`config.mk`:
```
export PLATFORM = sky130hd
export DESIGN_NAME = dbghc_top
export DESIGN_NICKNAME = d
export VERILOG_FILES = /design/src/design/dbghc_pkg.sv /design/src/design/dbghc_top.sv
export SDC_FILE = /design/constraint.sdc
export NUM_CORES = 1
export LEC_CHECK = 0
export BUFFER_PORTS_ARGS = -buffer_cell sky130_fd_sc_hd__clkbuf_2
export CAP_MARGIN = 15
export CELL_PAD_IN_SITES_DETAIL_PLACEMENT = 1
export CELL_PAD_IN_SITES_GLOBAL_PLACEMENT = 2
export CORE_ASPECT_RATIO = 0.8
export CORE_MARGIN = 2
export CORE_UTILIZATION = 32
export DETAILED_ROUTE_END_ITERATION = 16
export PLACE_DENSITY = 0.75
export SYNTH_ARGS = -nofsm -noshare
export SYNTH_HDL_FRONTEND = slang
export SYNTH_SLANG_ARGS = --single-unit
```
`constraint.sdc`:
```
create_clock -name ref_clk -period 2.46 [get_ports ref_clk]
set_input_delay 0.123 -clock ref_clk [delete_from_list [all_inputs] [get_ports ref_clk]]
set_output_delay 0.123 -clock ref_clk [all_outputs]
set_load 0.01 [all_outputs]
```
`src/design/dbghc_pkg.sv`:
```
// Package: constants, command classes and carrier structs for debug halt/gate
package dbghc_pkg;

    // Clock and reset timing
    localparam int unsigned CLK_PERIOD_NS    = 100;
    localparam int unsigned READY_CYCLES     = 10;
    localparam logic [3:0]  READY_CNT        = 4'(READY_CYCLES);
    localparam int unsigned CYCLE_TAKE_BIT_WAIT_CYC   = 512;
    localparam logic [9:0]  CYCLE_TAKE_BIT_WAIT_CNT   = 10'(CYCLE_TAKE_BIT_WAIT_CYC);
    localparam logic [7:0]  ERR_DATA_BYTE    = 8'hEE;
    localparam logic [3:0]  CNT4_ONE         = 4'h1;
    localparam logic [9:0]  CNT10_ONE        = 10'h001;

    // Command classes as decoded by the serial front end
    typedef enum logic [2:0] {
        DBGHC_CMD_NONE     = 3'h0,
        DBGHC_CMD_ALWAYS   = 3'h1,
        DBGHC_CMD_NONINTR  = 3'h2,
        DBGHC_CMD_HALT_REQ = 3'h3,
        DBGHC_CMD_ACTIVE   = 3'h4,
        DBGHC_CMD_RESUME   = 3'h5,
        DBGHC_CMD_STEP     = 3'h6,
        DBGHC_CMD_CSR_WR   = 3'h7
    } dbghc_cmd_t;

    // Execution state of the CPU as seen by the debug controller
    typedef enum logic [1:0] {
        DBGHC_RUN     = 2'b00,
        DBGHC_FINISH  = 2'b01,
        DBGHC_HALTED  = 2'b11,
        DBGHC_STEPPING = 2'b10
    } dbghc_cpu_st_t;

    // Bus access engine state
    typedef enum logic [1:0] {
        DBGHC_BUS_IDLE = 2'b00,
        DBGHC_BUS_WAIT = 2'b01,
        DBGHC_BUS_BUSY = 2'b11
    } dbghc_bus_st_t;

    // Decoded command from the serial side
    typedef struct packed {
        logic       valid;
        dbghc_cmd_t cls;
        logic       is_read;
        logic       csr_enable;
        logic       csr_clk_sel;
    } dbghc_cmd_req_t;

    // Answer to the serial side
    typedef struct packed {
        logic       done;
        logic       illegal;
        logic       no_resp;
        logic       long_ack;
        logic [7:0] rd_byte;
    } dbghc_cmd_rsp_t;

    // Whole block state
    typedef struct packed {
        logic [3:0]     rdy_cnt;
        logic           ready;
        logic           enable;
        logic           clk_sel;
        logic           ack_en;
        logic           cycle_take;
        dbghc_cpu_st_t  cpu_st;
        logic           bp_after;
        dbghc_bus_st_t  bus_st;
        logic [9:0]     wait_cnt;
        dbghc_cmd_req_t held;
        logic           held_pend;
        logic           s1_req;
        logic           s2_req;
        logic           s2_req_d;
        logic           cpu_halt;
        logic           cpu_regs_lock;
        logic           bus_req;
        logic           illegal_flag;
        logic           no_resp_flag;
        dbghc_cmd_rsp_t rsp;
    } dbghc_state_t;

endpackage

```
`src/design/dbghc_top.sv`:
```
// Debug controller halt entry, clock select and command gating logic
`timescale 1ns/100ps
`default_nettype none

// Summary of operation
// - Halt only while enable bit set
// - Halt on request, instruction or breakpoint
// - Special single chip reset starts halted
// - Ready for commands ten cycles after reset
// - Always-available run during init; others wait
// - Finish instruction; only debug touches registers
// - Breakpoint type picks halt before/after
// - Disabled: ignore halt request, no delay
// - Select bit picks constant or fast clock
// - Internal accesses run on core clock
// - Always-available commands accepted in any state
// - Non-intrusive need enabled and unsecure
// - Active commands need unsecure and halted
// - Active set: registers, step, resume
// - Non-intrusive also run while halted
// - No handshake: cycle_take_bit next bus cycles
// - Illegal command sets flag, reads 0xEE
// - Handshake wait 512 cycles, then abort
module dbghc_top (
    // Core clock and reset
    input  wire logic                     ref_clk,
    input  wire logic                     srst,
    // Device state
    input  wire logic                     ssc_mode,
    input  wire logic                     secure,
    input  wire logic                     nvm_init_busy,
    // Serial side command and answer
    input  wire dbghc_pkg::dbghc_cmd_req_t cmd_req,
    input  wire logic                     cmd_tgl,
    input  wire logic                     flag_clr_illegal,
    input  wire logic                     flag_clr_no_response_flag,
    output logic                          cmd_ready,
    output dbghc_pkg::dbghc_cmd_rsp_t     cmd_rsp,
    // CPU interface
    input  wire logic                     cpu_halt_instruction,
    input  wire logic                     bp_hit,
    input  wire logic                     bp_after_next,
    input  wire logic                     instr_done,
    output logic                          cpu_halt,
    output logic                          cpu_regs_lock,
    // System bus
    input  wire logic                     bus_free,
    input  wire logic                     bus_ack,
    input  wire logic [7:0]               bus_rdata,
    output logic                          bus_req,
    output logic                          bus_cycle_take_bit,
    // Status and clock select
    output logic                          debug_enable_bit,
    output logic                          clock_select_bit,
    output logic                          halted_debug_mode,
    output logic                          illegal_command_flag,
    output logic                          no_response_flag
);

    dbghc_pkg::dbghc_state_t s_q;
    dbghc_pkg::dbghc_state_t s_d;

    // Always-available classes; the gate and the init hold both use it
    function automatic logic cmd_always(input dbghc_pkg::dbghc_cmd_t c);
        cmd_always = (c == dbghc_pkg::DBGHC_CMD_ALWAYS) ||
                     (c == dbghc_pkg::DBGHC_CMD_CSR_WR);
    endfunction

    // Class check shared by new and held commands
    // Security outranks enable, so a secure part only takes control words
    function automatic logic cmd_legal(input dbghc_pkg::dbghc_cmd_t c,
                                       input logic en, input logic sec,
                                       input logic halted);
        if (cmd_always(c)) begin
            cmd_legal = 1'b1;
        end else begin
            case (c)
                dbghc_pkg::DBGHC_CMD_NONINTR,
                dbghc_pkg::DBGHC_CMD_HALT_REQ: begin
                    cmd_legal = en && !sec;
                end
                dbghc_pkg::DBGHC_CMD_ACTIVE,
                dbghc_pkg::DBGHC_CMD_RESUME,
                dbghc_pkg::DBGHC_CMD_STEP: begin
                    cmd_legal = halted && !sec;
                end
                default: begin
                    cmd_legal = 1'b0;
                end
            endcase
        end
    endfunction

    logic                     new_cmd;
    logic                     halted;
    dbghc_pkg::dbghc_cmd_req_t cur;
    logic                     cur_go;
    // Same-cycle set events, so a clear pulse cannot swallow a new error
    logic                     ill_set;
    logic                     nr_set;

    // Next-state logic for the whole block
    always_comb begin
        s_d = s_q;
        halted = (s_q.cpu_st == dbghc_pkg::DBGHC_HALTED);
        s_d.rsp.done = 1'b0;
        s_d.rsp.long_ack = 1'b0;
        ill_set = 1'b0;
        nr_set = 1'b0;
        // Toggle handshake from the serial clock domain
        // Only the toggle is synced; the sender holds cmd_req still meanwhile
        s_d.s1_req = cmd_tgl;
        s_d.s2_req = s_q.s1_req;
        s_d.s2_req_d = s_q.s2_req;
        new_cmd = s_q.ready && (s_q.s2_req != s_q.s2_req_d);

        // Reset-release delay before the first command
        if (!s_q.ready) begin
            if (s_q.rdy_cnt == dbghc_pkg::READY_CNT - dbghc_pkg::CNT4_ONE) begin
                s_d.ready = 1'b1;
            end
            s_d.rdy_cnt = s_q.rdy_cnt + dbghc_pkg::CNT4_ONE;
        end

        // Capture a command; non always-available ones wait out NVM init
        if (new_cmd) begin
            s_d.held = cmd_req;
            s_d.held_pend = 1'b1;
        end
        cur = new_cmd ? cmd_req : s_q.held;
        cur_go = (new_cmd || s_q.held_pend) && s_q.bus_st ==
                 dbghc_pkg::DBGHC_BUS_IDLE &&
                 (!nvm_init_busy || cmd_always(cur.cls));

        if (cur_go) begin
            s_d.held_pend = 1'b0;
            if (!cmd_legal(cur.cls, s_q.enable, secure, halted)) begin
                // Halt request while disabled is dropped, CPU untouched
                s_d.illegal_flag = 1'b1;
                ill_set = 1'b1;
                s_d.rsp.done = 1'b1;
                s_d.rsp.rd_byte = dbghc_pkg::ERR_DATA_BYTE;
            end else begin
                case (cur.cls)
                    dbghc_pkg::DBGHC_CMD_CSR_WR: begin
                        s_d.enable = cur.csr_enable;
                        s_d.clk_sel = cur.csr_clk_sel;
                        s_d.rsp.done = 1'b1;
                    end
                    dbghc_pkg::DBGHC_CMD_HALT_REQ: begin
                        if (s_q.cpu_st == dbghc_pkg::DBGHC_RUN) begin
                            s_d.cpu_st = dbghc_pkg::DBGHC_FINISH;
                        end
                        s_d.rsp.done = 1'b1;
                    end
                    dbghc_pkg::DBGHC_CMD_RESUME: begin
                        s_d.cpu_st = dbghc_pkg::DBGHC_RUN;
                        s_d.rsp.done = 1'b1;
                    end
                    dbghc_pkg::DBGHC_CMD_STEP: begin
                        s_d.cpu_st = dbghc_pkg::DBGHC_STEPPING;
                        s_d.rsp.done = 1'b1;
                    end
                    dbghc_pkg::DBGHC_CMD_NONINTR,
                    dbghc_pkg::DBGHC_CMD_ACTIVE: begin
                        // Memory or register access on the core clock
                        s_d.bus_st = (s_q.ack_en && !s_q.cycle_take) ?
                                     dbghc_pkg::DBGHC_BUS_WAIT :
                                     dbghc_pkg::DBGHC_BUS_BUSY;
                        s_d.bus_req = 1'b1;
                        s_d.wait_cnt = '0;
                    end
                    default: begin
                        s_d.rsp.done = 1'b1;
                    end
                endcase
            end
        end

        // Bus engine: cycle_take_bit at once, or wait for a free cycle with timeout
        case (s_q.bus_st)
            dbghc_pkg::DBGHC_BUS_WAIT: begin
                if (bus_free) begin
                    s_d.bus_st = dbghc_pkg::DBGHC_BUS_BUSY;
                end else if (s_q.wait_cnt == dbghc_pkg::CYCLE_TAKE_BIT_WAIT_CNT -
                             dbghc_pkg::CNT10_ONE) begin
                    s_d.bus_st = dbghc_pkg::DBGHC_BUS_IDLE;
                    s_d.bus_req = 1'b0;
                    s_d.no_resp_flag = 1'b1;
                    nr_set = 1'b1;
                    s_d.rsp.long_ack = 1'b1;
                    s_d.rsp.done = 1'b1;
                    s_d.rsp.rd_byte = dbghc_pkg::ERR_DATA_BYTE;
                end else begin
                    s_d.wait_cnt = s_q.wait_cnt + dbghc_pkg::CNT10_ONE;
                end
            end
            dbghc_pkg::DBGHC_BUS_BUSY: begin
                // Multi-cycle accesses keep the request up until ack
                if (bus_ack) begin
                    s_d.bus_st = dbghc_pkg::DBGHC_BUS_IDLE;
                    s_d.bus_req = 1'b0;
                    s_d.rsp.done = 1'b1;
                    s_d.rsp.rd_byte = bus_rdata;
                end
            end
            dbghc_pkg::DBGHC_BUS_IDLE: begin
                // Keep whatever the command decode above started
            end
            default: begin
                // Stray code: drop the access rather than hang the host
                s_d.bus_st = dbghc_pkg::DBGHC_BUS_IDLE;
                s_d.bus_req = 1'b0;
            end
        endcase

        // Halt sources from the CPU and breakpoint unit, gated by enable
        // Disabled: the halt instruction just runs and never stalls the CPU
        if (s_q.enable && s_q.cpu_st == dbghc_pkg::DBGHC_RUN) begin
            if (cpu_halt_instruction) begin
                s_d.cpu_st = dbghc_pkg::DBGHC_FINISH;
            end else if (bp_hit) begin
                s_d.cpu_st = dbghc_pkg::DBGHC_FINISH;
                s_d.bp_after = bp_after_next;
            end
        end

        // CPU sequencing: finish current (and maybe next) instruction
        case (s_q.cpu_st)
            dbghc_pkg::DBGHC_FINISH: begin
                if (instr_done) begin
                    if (s_q.bp_after) begin
                        s_d.bp_after = 1'b0;
                    end else begin
                        s_d.cpu_st = dbghc_pkg::DBGHC_HALTED;
                    end
                end
            end
            dbghc_pkg::DBGHC_STEPPING: begin
                if (instr_done) begin
                    s_d.cpu_st = dbghc_pkg::DBGHC_HALTED;
                end
            end
            default: begin
            end
        endcase
        // Stall already while finishing, so no further instruction starts, unless a breakpoint halts after the next one
        s_d.cpu_halt = (s_d.cpu_st == dbghc_pkg::DBGHC_HALTED) ||
                       (s_d.cpu_st == dbghc_pkg::DBGHC_FINISH &&
                        !s_d.bp_after);
        s_d.cpu_regs_lock = (s_d.cpu_st == dbghc_pkg::DBGHC_HALTED);

        // Sticky flags: a new event wins over a clear in the same cycle,
        // even when the flag was already up from an older command
        if (flag_clr_illegal && !ill_set) begin
            s_d.illegal_flag = 1'b0;
        end
        if (flag_clr_no_response_flag && !nr_set) begin
            s_d.no_resp_flag = 1'b0;
        end
        s_d.rsp.illegal = s_d.illegal_flag;
        s_d.rsp.no_resp = s_d.no_resp_flag;
    end

    // State register; special single chip mode sampled at the reset edge
    // Enable comes up set too, or non-intrusive commands and halt requests would be refused
    always_ff @(posedge ref_clk) begin
        if (srst) begin
            s_q <= '0;
            s_q.ack_en <= 1'b0;
            if (ssc_mode) begin
                s_q.cpu_st <= dbghc_pkg::DBGHC_HALTED;
                s_q.cpu_halt <= 1'b1;
                s_q.cpu_regs_lock <= 1'b1;
                s_q.enable <= 1'b1;
            end
        end else begin
            s_q <= s_d;
        end
    end

    // Outputs straight from state flops
    assign cmd_ready            = s_q.ready;
    assign cmd_rsp              = s_q.rsp;
    assign cpu_halt             = s_q.cpu_halt;
    assign cpu_regs_lock        = s_q.cpu_regs_lock;
    assign bus_req              = s_q.bus_req;
    // Only the busy code has its upper bit set, so one flop tells stealing
    assign bus_cycle_take_bit            = s_q.bus_st[1];
    assign debug_enable_bit     = s_q.enable;
    assign clock_select_bit     = s_q.clk_sel;
    assign halted_debug_mode    = s_q.cpu_regs_lock;
    assign illegal_command_flag = s_q.illegal_flag;
    assign no_response_flag     = s_q.no_resp_flag;

endmodule

`default_nettype wire

```
Word-level counts from Yosys, hierarchy flattened
Cells that the tools add are included.
{ "op_classes": {"eq_ne": 17, "reduce_logical": 30, "add_sub_neg": 2, "mul": 0, "div": 0, "n_lt_le_gt_ge": 0, "bitwise": 1, "n_shift": 0, "muxes": 68} }
{ "ops": {"columns": ["operator", "count"], "rows": [
  ["47-bit two-way mux", 1],
  ["12-bit two-way mux", 3],
  ["2-bit two-way mux", 16],
  ["8-bit two-way mux", 4],
  ["10-bit two-way mux", 3],
  ["1-bit two-way mux", 28],
  ["9-bit two-way mux", 2],
  ["8-bit case mux with 2 select lines", 1],
  ["3-bit equality test (second input constant)", 4],
  ["2-bit case mux with 3 select lines", 2],
  ["10-bit by 1-bit adder with 10-bit output (second input constant)", 1],
  ["10-bit by 9-bit equality test with 1-bit output (second input constant)", 1],
  ["1-bit logical AND", 9],
  ["3-bit two-way mux", 3],
  ["2-bit equality test (second input constant)", 4],
  ["2-bit by 1-bit equality test with 1-bit output (second input constant)", 3],
  ["3-bit by 2-bit equality test with 1-bit output (second input constant)", 2],
  ["6-bit two-way mux", 1],
  ["3-bit AND reduction", 2],
  ["2-bit nonzero test", 3],
  ["2-bit OR reduction", 3],
  ["3-bit OR reduction", 2],
  ["1-bit logical NOT", 5],
  ["4-bit by 1-bit adder with 4-bit output (second input constant)", 1],
  ["9 further kinds", 14]
]} }
{ "word_totals": {"mem_bits_rw": 0, "latchBits": 0, "wordCells": 143, "inputBits": 29, "rom_bits": 0, "out_inout_bits": 22, "register_bits": 48, "n_memories": 0} }

Depth between registers and ports, before layout
Gate-level depths: netlist (run 1).
{ "depth": {"depth_word": 20, "ltp_mapped": 8, "depth_no_buf": 8} }

Worst setup path after synthesis (run 1)
Ideal clock, no wire load.
{ "synth_timing": {"path_kind": "reg-to-reg", "startpoint": "register s_q (netlist bit debug_enable_bit)", "endpoint": "register cpu_regs_lock (netlist name)", "synth_period_minus_slack_ns": 1.780, "n_path_buf": 0, "stages_incl_launch_ff": 7, "arrival_time_ns": 1.700, "t_required_ns": 2.381, "setup_slack_ns": 0.680, "setup_ns": 0.079, "cell_sequence": "edfxtp_1 -> and4bb_1 -> o211ai_1 -> o22ai_2 -> o21ai_1 -> mux2_4 -> a211oi_2"} }
{ "synth_via": {"elab_chain_len": 14, "elab_cells_between_ends": 16, "classes_between": "eq/ne (1); mux (13); reduce/logical (2)"} }
{ "synth_rtl": {"columns": ["item", "line_no", "text"], "rows": [
  ["start, declared", "dbghc_top.sv:60", "dbghc_pkg::dbghc_state_t s_q;"],
  ["1-bit logical AND", "dbghc_top.sv:80", "cmd_legal = en && !sec;"],
  ["1-bit case mux with 2 select lines", "dbghc_top.sv:77", "case (c)"],
  ["1-bit two-way mux", "dbghc_top.sv:74", "if (cmd_always(c)) begin"],
  ["1-bit two-way mux", "dbghc_top.sv:135", "if (cur_go) begin"],
  ["2-bit two-way mux", "dbghc_top.sv:137", "if (!cmd_legal(cur.cls, s_q.enable, secure, halted)) begin"],
  ["2-bit two-way mux", "dbghc_top.sv:135", null],
  ["3-bit two-way mux", "dbghc_top.sv:222", "end else if (bp_hit) begin"],
  ["2-bit two-way mux", "dbghc_top.sv:220", "if (cpu_halt_instruction) begin"],
  ["3-bit two-way mux *", "dbghc_top.sv:219", "if (s_q.enable && s_q.cpu_st == dbghc_pkg::DBGHC_RUN) begin"],
  ["2-bit two-way mux", "dbghc_top.sv:232", "if (s_q.bp_after) begin"],
  ["3-bit two-way mux", "dbghc_top.sv:231", "if (instr_done) begin"],
  ["2-bit case mux with 2 select lines *", "dbghc_top.sv:229", "case (s_q.cpu_st)"],
  ["2-bit equality test *", "dbghc_top.sv:251", "s_d.cpu_regs_lock = (s_d.cpu_st == dbghc_pkg::DBGHC_HALTED);"],
  ["47-bit two-way mux *", "dbghc_top.sv:268", "if (srst) begin"]
]} }
Mark *: on every way between the ends. The rest lies on a longest branch, timed or not. The select of a mux whose other input is x is not followed.
A chain may end at the register's enable or synchronous reset.

Worst setup path in the final report (run 1)
{ "layout_timing": {"startpoint": "register s_q[28] (netlist name)", "endpoint": "register s_q[28] (netlist name)"} }
{ "layout_via": {"elab_chain_len": 6, "elab_cells_between_ends": 8, "classes_between": "add/sub (1); eq/ne (1); mux (6)"} }
{ "layout_rtl": {"columns": ["item", "line_no", "text"], "rows": [
  ["parallel branches: the longest is 5 deep, another holds 10-bit by 1-bit adder with 10-bit output", null, null],
  ["10-bit two-way mux *", "dbghc_top.sv:181", "case (s_q.bus_st)"]
]} }
Mark *: on every way between the ends.

==> results by group, run 1 <==
Logic synthesis
  – Yosys Warn Count: 0
  – Mapped Nets: roughly 330
  – Synthesized area per cell: around 8.4 sq um
  – Number of flops mapped to enable cells by yosys: 1
  – Synth Flop Type: dfxtp_1
  – Cells after synthesis: slightly below 300
  – Share of the synthesized area in the top cell type: 36.3%
  – Synth top area cells: dfxtp_1 (36%), a21oi_1 (7.9%), buf_4 (3.9%)
  – Post-synth cell types: between 60 and 70
  – Post-Syn Area: 2480 sq um
  – Synth Register Bits: 46
  – Asr flop ratio synth: 0%
  – Post-synth top area cell: dfxtp_1
  – Sequential area share after synthesis: about 38%

Worst setup path
  – Data required, critical path: 2700 ps
  – Worst R2R Path Depth: 7
  – Crit path cell chain: ha_1 -> and3_1 -> and4_1 -> a21o_1 -> o21ai_1 -> mux2_2 -> nor2_1
  – Critical Path End: s_q[28]
  – Crit path max-delay cell type: dfxtp_1
  – FF-to-FF setup slack: 320 ps
  – Setup CP Type: reg -> reg
  – R2r startpoint: s_q[28]
  – Worst Path Arrival: 2380 ps
  – Crit path from: s_q[28]
  – Critical path capture point type: flop
  – Startpoint class of the critical path: flop
  – R2R Path End: s_q[28]
  – Critical Path Max Stage Delay: between 400 and 500 ps
  – Crit path max fanout: 9

Final layout
  – Layout cell share with drive strength beyond 1: 23.6%
  – Final-stage net count: 365
  – Ant diodes: 0
  – Post-Route Utilization: 38.5%
  – P&R area growth vs syn: 15.8%
  – Final Instance Area: 2870 sq um

Floorplanning
  – Core Area: between 7000 and 8000 sq um
  – Starting Density: roughly 33%
  – Die area: approximately 8500 sq um
  – Number of top-level pins: 51
  – Die span in x: about 100 um
  – Num rows: 28
  – Die Ht: between 80 and 90 um

GRT
  – First-pass GRT wire length: roughly 10000 um
  – Vias in the first global route: roughly 2100
  – Largest net degree at the start of global routing: 44
  – GRT Total Usage: roughly 16%
  – Total grt overflow: 0
  – Initial antenna violation count: 0

Drt
  – Vias: roughly 2200
  – DRT Pass-1 Iters: 4
  – Final ANT Viol Nets: 0
  – DRT iter0 DRCs: 93
  – Vias/cell: approximately 5.1
  – DR WL/cell: between 10 and 15 um
  – # DRC: 0
  – WL final: between 6000 and 7000 um

Timing
  – Final period util: just under 90%
  – Worst-Margin Slew: 445 ps
  – Clock Skews: ~6.4 ps
  – Max-slew violations: 0
  – Final Setup Violations: 0
  – Final Hold Fails: 0
  – TNS Setup: 0 ps
  – Unrepaired setup endpoints after global routing: false
  – Max-slew headroom: 70.3%
  – Max Fclk: ~470 MHz
  – Clock period minus worst slack: between 2000 and 2500 ps

Placement
  – HPWL Detailed: 4540 um
  – Port bufs: 48
  – Placer Congestion: ~0.8
  – Post-DP Area: ~2700 sq um

Hold path
  – Hold WC Path Type: in -> reg

Run
  – Max cap viols: 0

Power and ir drop
  – Pwr Density: 614 nW/um^2
  – Max VDD drop: ~250 uV
  – Pleak: approximately 1.1 nW

CTS
  – H-tree depth: 2
  – CTS buffer count: 5
  – Clock Tree Root: clkbuf_8
  – CTS resizes: 0
  – CTS max path bufs: 2
  – Clock latency on the worst-skew pair: approximately 300 ps
  – # hold bufs at CTS: 0
  – Clock sink count: 46
  – Reg clk slew, reported paths: 90 ps
  – # Post-CTS Setup Buffers: 0
  – CTS tree: done

Outcome
  – Status: complete, no violations
flip-flops by register name (all words and copies together) (netlist names):
signal	flops
cmd_rsp	12
cpu_halt	1
cpu_regs_lock	1
cmd_ready	1
clock_select_bit	1
debug_enable_bit	1
s_q	25
s_d	2
bus_req	1
bus_cycle_take_bit	1
power breakdown:
| part | total, mW | leakage, nW | switching (mW) | internal (mW) |
|---|---|---|---|---|
| Clock | 0.698 | 0.0714 | 0.264 | 0.433 |
| Sequential | 0.802 | 0.375 | 0.0278 | 0.775 |
| Combinational | 0.266 | 0.690 | 0.152 | 0.113 |
| Total | 1.77 | 1.14 | 0.444 | 1.32 |
layout by cell type (no fill, tap or decap), types with 2 or more instances in the layout:
cell type,n
a21o_1,2
nand4_1,2
ha_1,7
xor2_1,3
nor4_1,2
nor2_1,25
inv_1,9
a21oi_1,39
a211oi_1,2
nand3_1,11
a211oi_2,2
o22ai_1,7
or3_1,2
clkbuf_2,48
nand3b_1,6
mux2i_1,3
dfxtp_1,45
bufinv_16,2
or3b_1,2
nor3_1,8
xnor2_1,3
o211ai_1,4
nand2_1,25
buf_4,4
o21ai_1,6
a31oi_1,4
clkbuf_8,6
o21ai_0,4
and3_1,4
and3b_1,2
nand2b_1,2
nor2b_1,5
a311oi_1,4
or2_2,2
worst min path at each step:
stage | from | to | cells past startpoint
after global placement | cmd_tgl | s_d[18] | 2
after detailed placement | cmd_tgl | s_d[18] | 2
final | cmd_tgl | s_d[18] | 2
after global routing | bus_rdata[4] | cmd_rsp[4] | 3
after floorplan | instr_done | s_q[40] | 1
after CTS | cmd_tgl | s_d[18] | 2
layout make-up:
| cell class | instances | area [sq um] |
|---|---|---|
| fillers | 916 | 4590 |
| multi-input cells | 214 | 1360 |
| flip-flops and latches | 46 | 931 |
| repair buffers | 52 | 270 |
| well taps | 105 | 131 |
| clock buffers | 6 | 82.6 |
| clock inverters | 2 | 60.1 |
| inverters | 10 | 37.5 |
metal layers:
| layer | track usage (%) | part of all wire [%] | vias up |
|---|---|---|---|
| met3 | 3.94 | 5.3 | 4 |
| li1 | - | - | 1129 |
| met5 | 0 | 0 | - |
| met4 | 4.80 | 0.73 | 0 |
| met1 | 21.1 | 52 | 1029 |
| met2 | 24.2 | 42 | 57 |
Yosys cell counts (all sizes together), types with 7 or more instances:
cell    count
nor2       26
nor3        8
nand3      11
o21ai      11
o22ai       8
nand2      26
clkbuf      7
inv        10
ha          7
dfxtp      45
a21oi      40
buf        19
stage by stage:
stage | total power [mW] | setup slack (ps) | instances | hold WS [ps]
3_5_place_dp | 1.09 | 323 | 427 | 346
3_3_place_gp | 1.08 | 395 | 427 | 337
4_1_cts | 1.79 | 303 | 435 | 22.2
5_1_grt | 1.85 | 155 | 435 | 37.6
6_report | 1.77 | 322 | 435 | 26.7
2_1_floorplan | 1.00 | 680 | 296 | 236
cell families (layout without fill, tap and decap cells):
family / Yosys count / after routing / share of synthesized area [%]
xor gates and xnor gates: 8 / 8 / 3.43
DFF: 46 / 46 / 37.5
buffers and inverters: 36 / 70 / 7.66
adders and majority gates: 7 / 7 / 3.53
and+or+nand+nor: 108 / 108 / 23.2
AOI/OAI and AO/OA: 86 / 86 / 22.4
muxes: 5 / 5 / 2.27
worst max-delay path: cells and delay by family (launching register included):
| family | cells | cell delay [ps] |
|---|---|---|
| fa+ha+maj | 1 | 220 |
| mux | 1 | 290 |
| simple gates | 3 | 640 |
| flops | 1 | 420 |
| compound gates | 2 | 530 |
(Power assumes the default switching activity.)
==> run 2, diff against run 1 <==
GPL_TIMING_DRIVEN = 0   (was default)
PLACE_DENSITY = 0.83   (was 0.75)
==> run 2 against run 1 <==
Global-route usage is 0.39 points higher. Highest routed layer unchanged. Clock power is 16% lower. Fmax down 0.93%. Die area stayed put. Largest cell class unchanged. Worst setup slack got worse by 20 ps. Critical path depth stayed put. Sequential cell count is the same. Clock skew grew 7.4 ps. Cell count grew 4.4%. Hold slack lost 9.6 ps.
==> results by group, run 2 (same netlist as run 1, synthesis figures left out) <==
Outcome
  – Status: complete, no violations

GRT
  – Largest net degree at the start of global routing: 17 (-61%)
  – GRT Total Usage: 15.9% (+0.39 points)
  – Initial antenna violation count: 0 (unchanged)
  – Vias in the first global route: 2180 (+1.5%)
  – First-pass GRT wire length: 10500 um (+1.9%)
  – Total grt overflow: 0 (unchanged)

Hold path
  – WHS Endpoint: s_d[18]
  – Hold depth: 2 (unchanged)
  – Hold WC Path Type: in -> reg
  – Hold_sp: cmd_tgl

Power and ir drop
  – Switch share: 27.7% (+2.5 points)
  – Pleak: 1.19 nW (+5.1%)
  – Logic pwr share: 16.5% (+1.5 points)
  – Flop pwr share: 48.1% (+2.7 points)
  – Int Pwr: 1.20 mW (-8.8%)
  – Clock power frac: 35.4% (-4.1 points)
  – Max VDD drop: 270 uV (+6.7%)
  – Sw Pwr: 0.462 mW (+3.9%)
  – Pwr Density: 564 nW/um^2 (-8.2%)

CTS
  – Clock sink count: 46 (unchanged)
  – CTS max path bufs: 2 (unchanged)
  – # hold bufs at CTS: 0 (unchanged)
  – CTS buffer count: 5 (unchanged)
  – CTS resizes: 0 (unchanged)
  – Clock Tree Root: clkbuf_8
  – Clock latency on the worst-skew pair: 310 ps (about the same)
  – H-tree depth: 2 (unchanged)
  – Reg clk slew, reported paths: 100 ps (about the same)
  – CTS tree: done
  – # Post-CTS Setup Buffers: 0 (unchanged)

Placement
  – Port bufs: 45 (-6.3%)
  – Post-Place Worst Slack: 379 ps (+55.6 ps)
  – HPWL Detailed: 5020 um (+11%)
  – Placer Congestion: 0.841 (+4.8%)
  – Inst Count DP: 446 (+4.4%)

Floorplanning
  – Starting Density: 33.3% (unchanged)
  – Die area: 8480 sq um (unchanged)
  – Die span in x: 102 um (unchanged)
  – Num rows: 28 (unchanged)
  – Die Ht: 82.8 um (unchanged)
  – Number of top-level pins: 51 (unchanged)
  – Core Area: 7460 sq um (unchanged)

Drt
  – WL final: 6590 um (+6.9%)
  – DR WL/cell: 14.5 um (+2.5%)
  – Vias: 2270 (+2.3%)
  – Final ANT Viol Nets: 0 (unchanged)
  – DRT iter0 DRCs: 83 (-11%)
  – Vias/cell: 5.00 (-2.0%)
  – # DRC: 0 (unchanged)
  – DRT Pass-1 Iters: 4 (unchanged)

Timing
  – TNS Setup: 0 ps (unchanged)
  – Final period util: 87.7% (+0.81 points)
  – Max-slew violations: 0 (unchanged)
  – Final Setup Violations: 0 (unchanged)
  – Worst-Margin Slew: 592 ps (+147 ps)
  – Clock period minus worst slack: 2160 ps (+20.0 ps)
  – Unrepaired setup endpoints after global routing: false
  – Final worst slack: 302 ps (-20.0 ps)
  – Max-slew headroom: 60.6% (-9.8 points)
  – Max Fclk: 463 MHz (-0.93%)
  – Clock Skews: 13.8 ps (+7.38 ps)
  – Final Hold Fails: 0 (unchanged)

Final layout
  – Largest register FFs: 25 (unchanged)
  – Cell Count, Final, Fillers Out: 454 (+4.4%)
  – Layout cell share with drive strength beyond 1: 25.5% (+1.9 points)
  – P&R area growth vs syn: 19.1%
  – Final-stage net count: 384 (+5.2%)
  – Commonest non-fill, non-tap cells in the layout: dfxtp_1 (45), clkbuf_2 (45), a21oi_1 (39)
  – Ant diodes: 0 (unchanged)
  – Largest Register: s_q

Worst setup path
  – Critical path capture point type: flop
  – Critical Path Max Stage Delay: 430 ps (about the same)
  – Crit path max-delay cell type: dfxtp_1
  – Crit path cell chain: ha_1 -> and3_1 -> and4_1 -> a21o_1 -> o21ai_1 -> mux2_2 -> nor2_1
  – Setup CP Type: reg -> reg
  – R2r startpoint: s_q[28]
  – Crit path max fanout: 9 (unchanged)
  – Data required, critical path: 2700 ps (about the same)
  – Startpoint class of the critical path: flop
  – Worst Path Arrival: 2400 ps (+20 ps)
  – Worst R2R Path Depth: 7 (unchanged)
  – FF-to-FF setup slack: 300 ps (-20 ps)
  – R2R Path End: s_q[28]

Run
  – Max cap viols: 0 (unchanged)
==> run 2: layout make-up <==
cell class	count	area (sq um)
Clock buffer	5	68.8
Timing Repair Buffer	45	225
Multi-Input combinational cell	214	1360
Inverter	10	37.5
Fill cell	941	4510
Clock inverter	3	47.5
Sequential cell	46	931
Tap cell	105	131
Buffer	26	153
==> run 2: power groups by stage <==
stage | logic, mW | clock network [mW] | registers, mW
floorplan | 0.184 | 0 | 0.817
global placement | 0.270 | 0 | 0.818
detailed placement | 0.276 | 0 | 0.819
CTS | 0.279 | 0.608 | 0.802
global route | 0.307 | 0.637 | 0.806
finish | 0.275 | 0.589 | 0.801
==> run 2: critical path, delay by kind of cell (launching register included) <==
family	cells	cell delay (ps)
AND/OR/NAND/NOR	3	630
AO/OA/AOI/OAI	2	520
flip-flops	1	430
multiplexers	1	290
adder cells (fa/ha/maj)	1	230
==> run 2: worst max path at each step <==
stage,end,from,depth (start not counted)
finish,s_q[28],s_q[28],7
global route,s_q[37],s_d[17],7
CTS,s_q[28],s_q[28],7
detailed placement,s_q[28],s_q[28],7
global placement,s_q[28],s_q[28],7
floorplan,cpu_regs_lock,debug_enable_bit,6
==> run 2: routing by layer <==
layer  up-vias  part of all wire [%]  GRT usage (%)
met5         -                     0              0
li1       1154                     -              -
met4         0                  0.79           3.20
met3         7                   3.6           3.27
met2        39                    43           25.3
met1      1070                    52           22.4
==> run 2: stage by stage <==
step	hold WS (ps)	instance area [sq um]	util [%]	total power, mW
finish	17.1	2960	39.6	1.67
global route	6.17	2960	39.6	1.75
CTS	9.91	2960	39.6	1.69
detailed placement	339	2840	38.0	1.10
global placement	332	2840	38.0	1.09
floorplan	236	2480	-	1.00
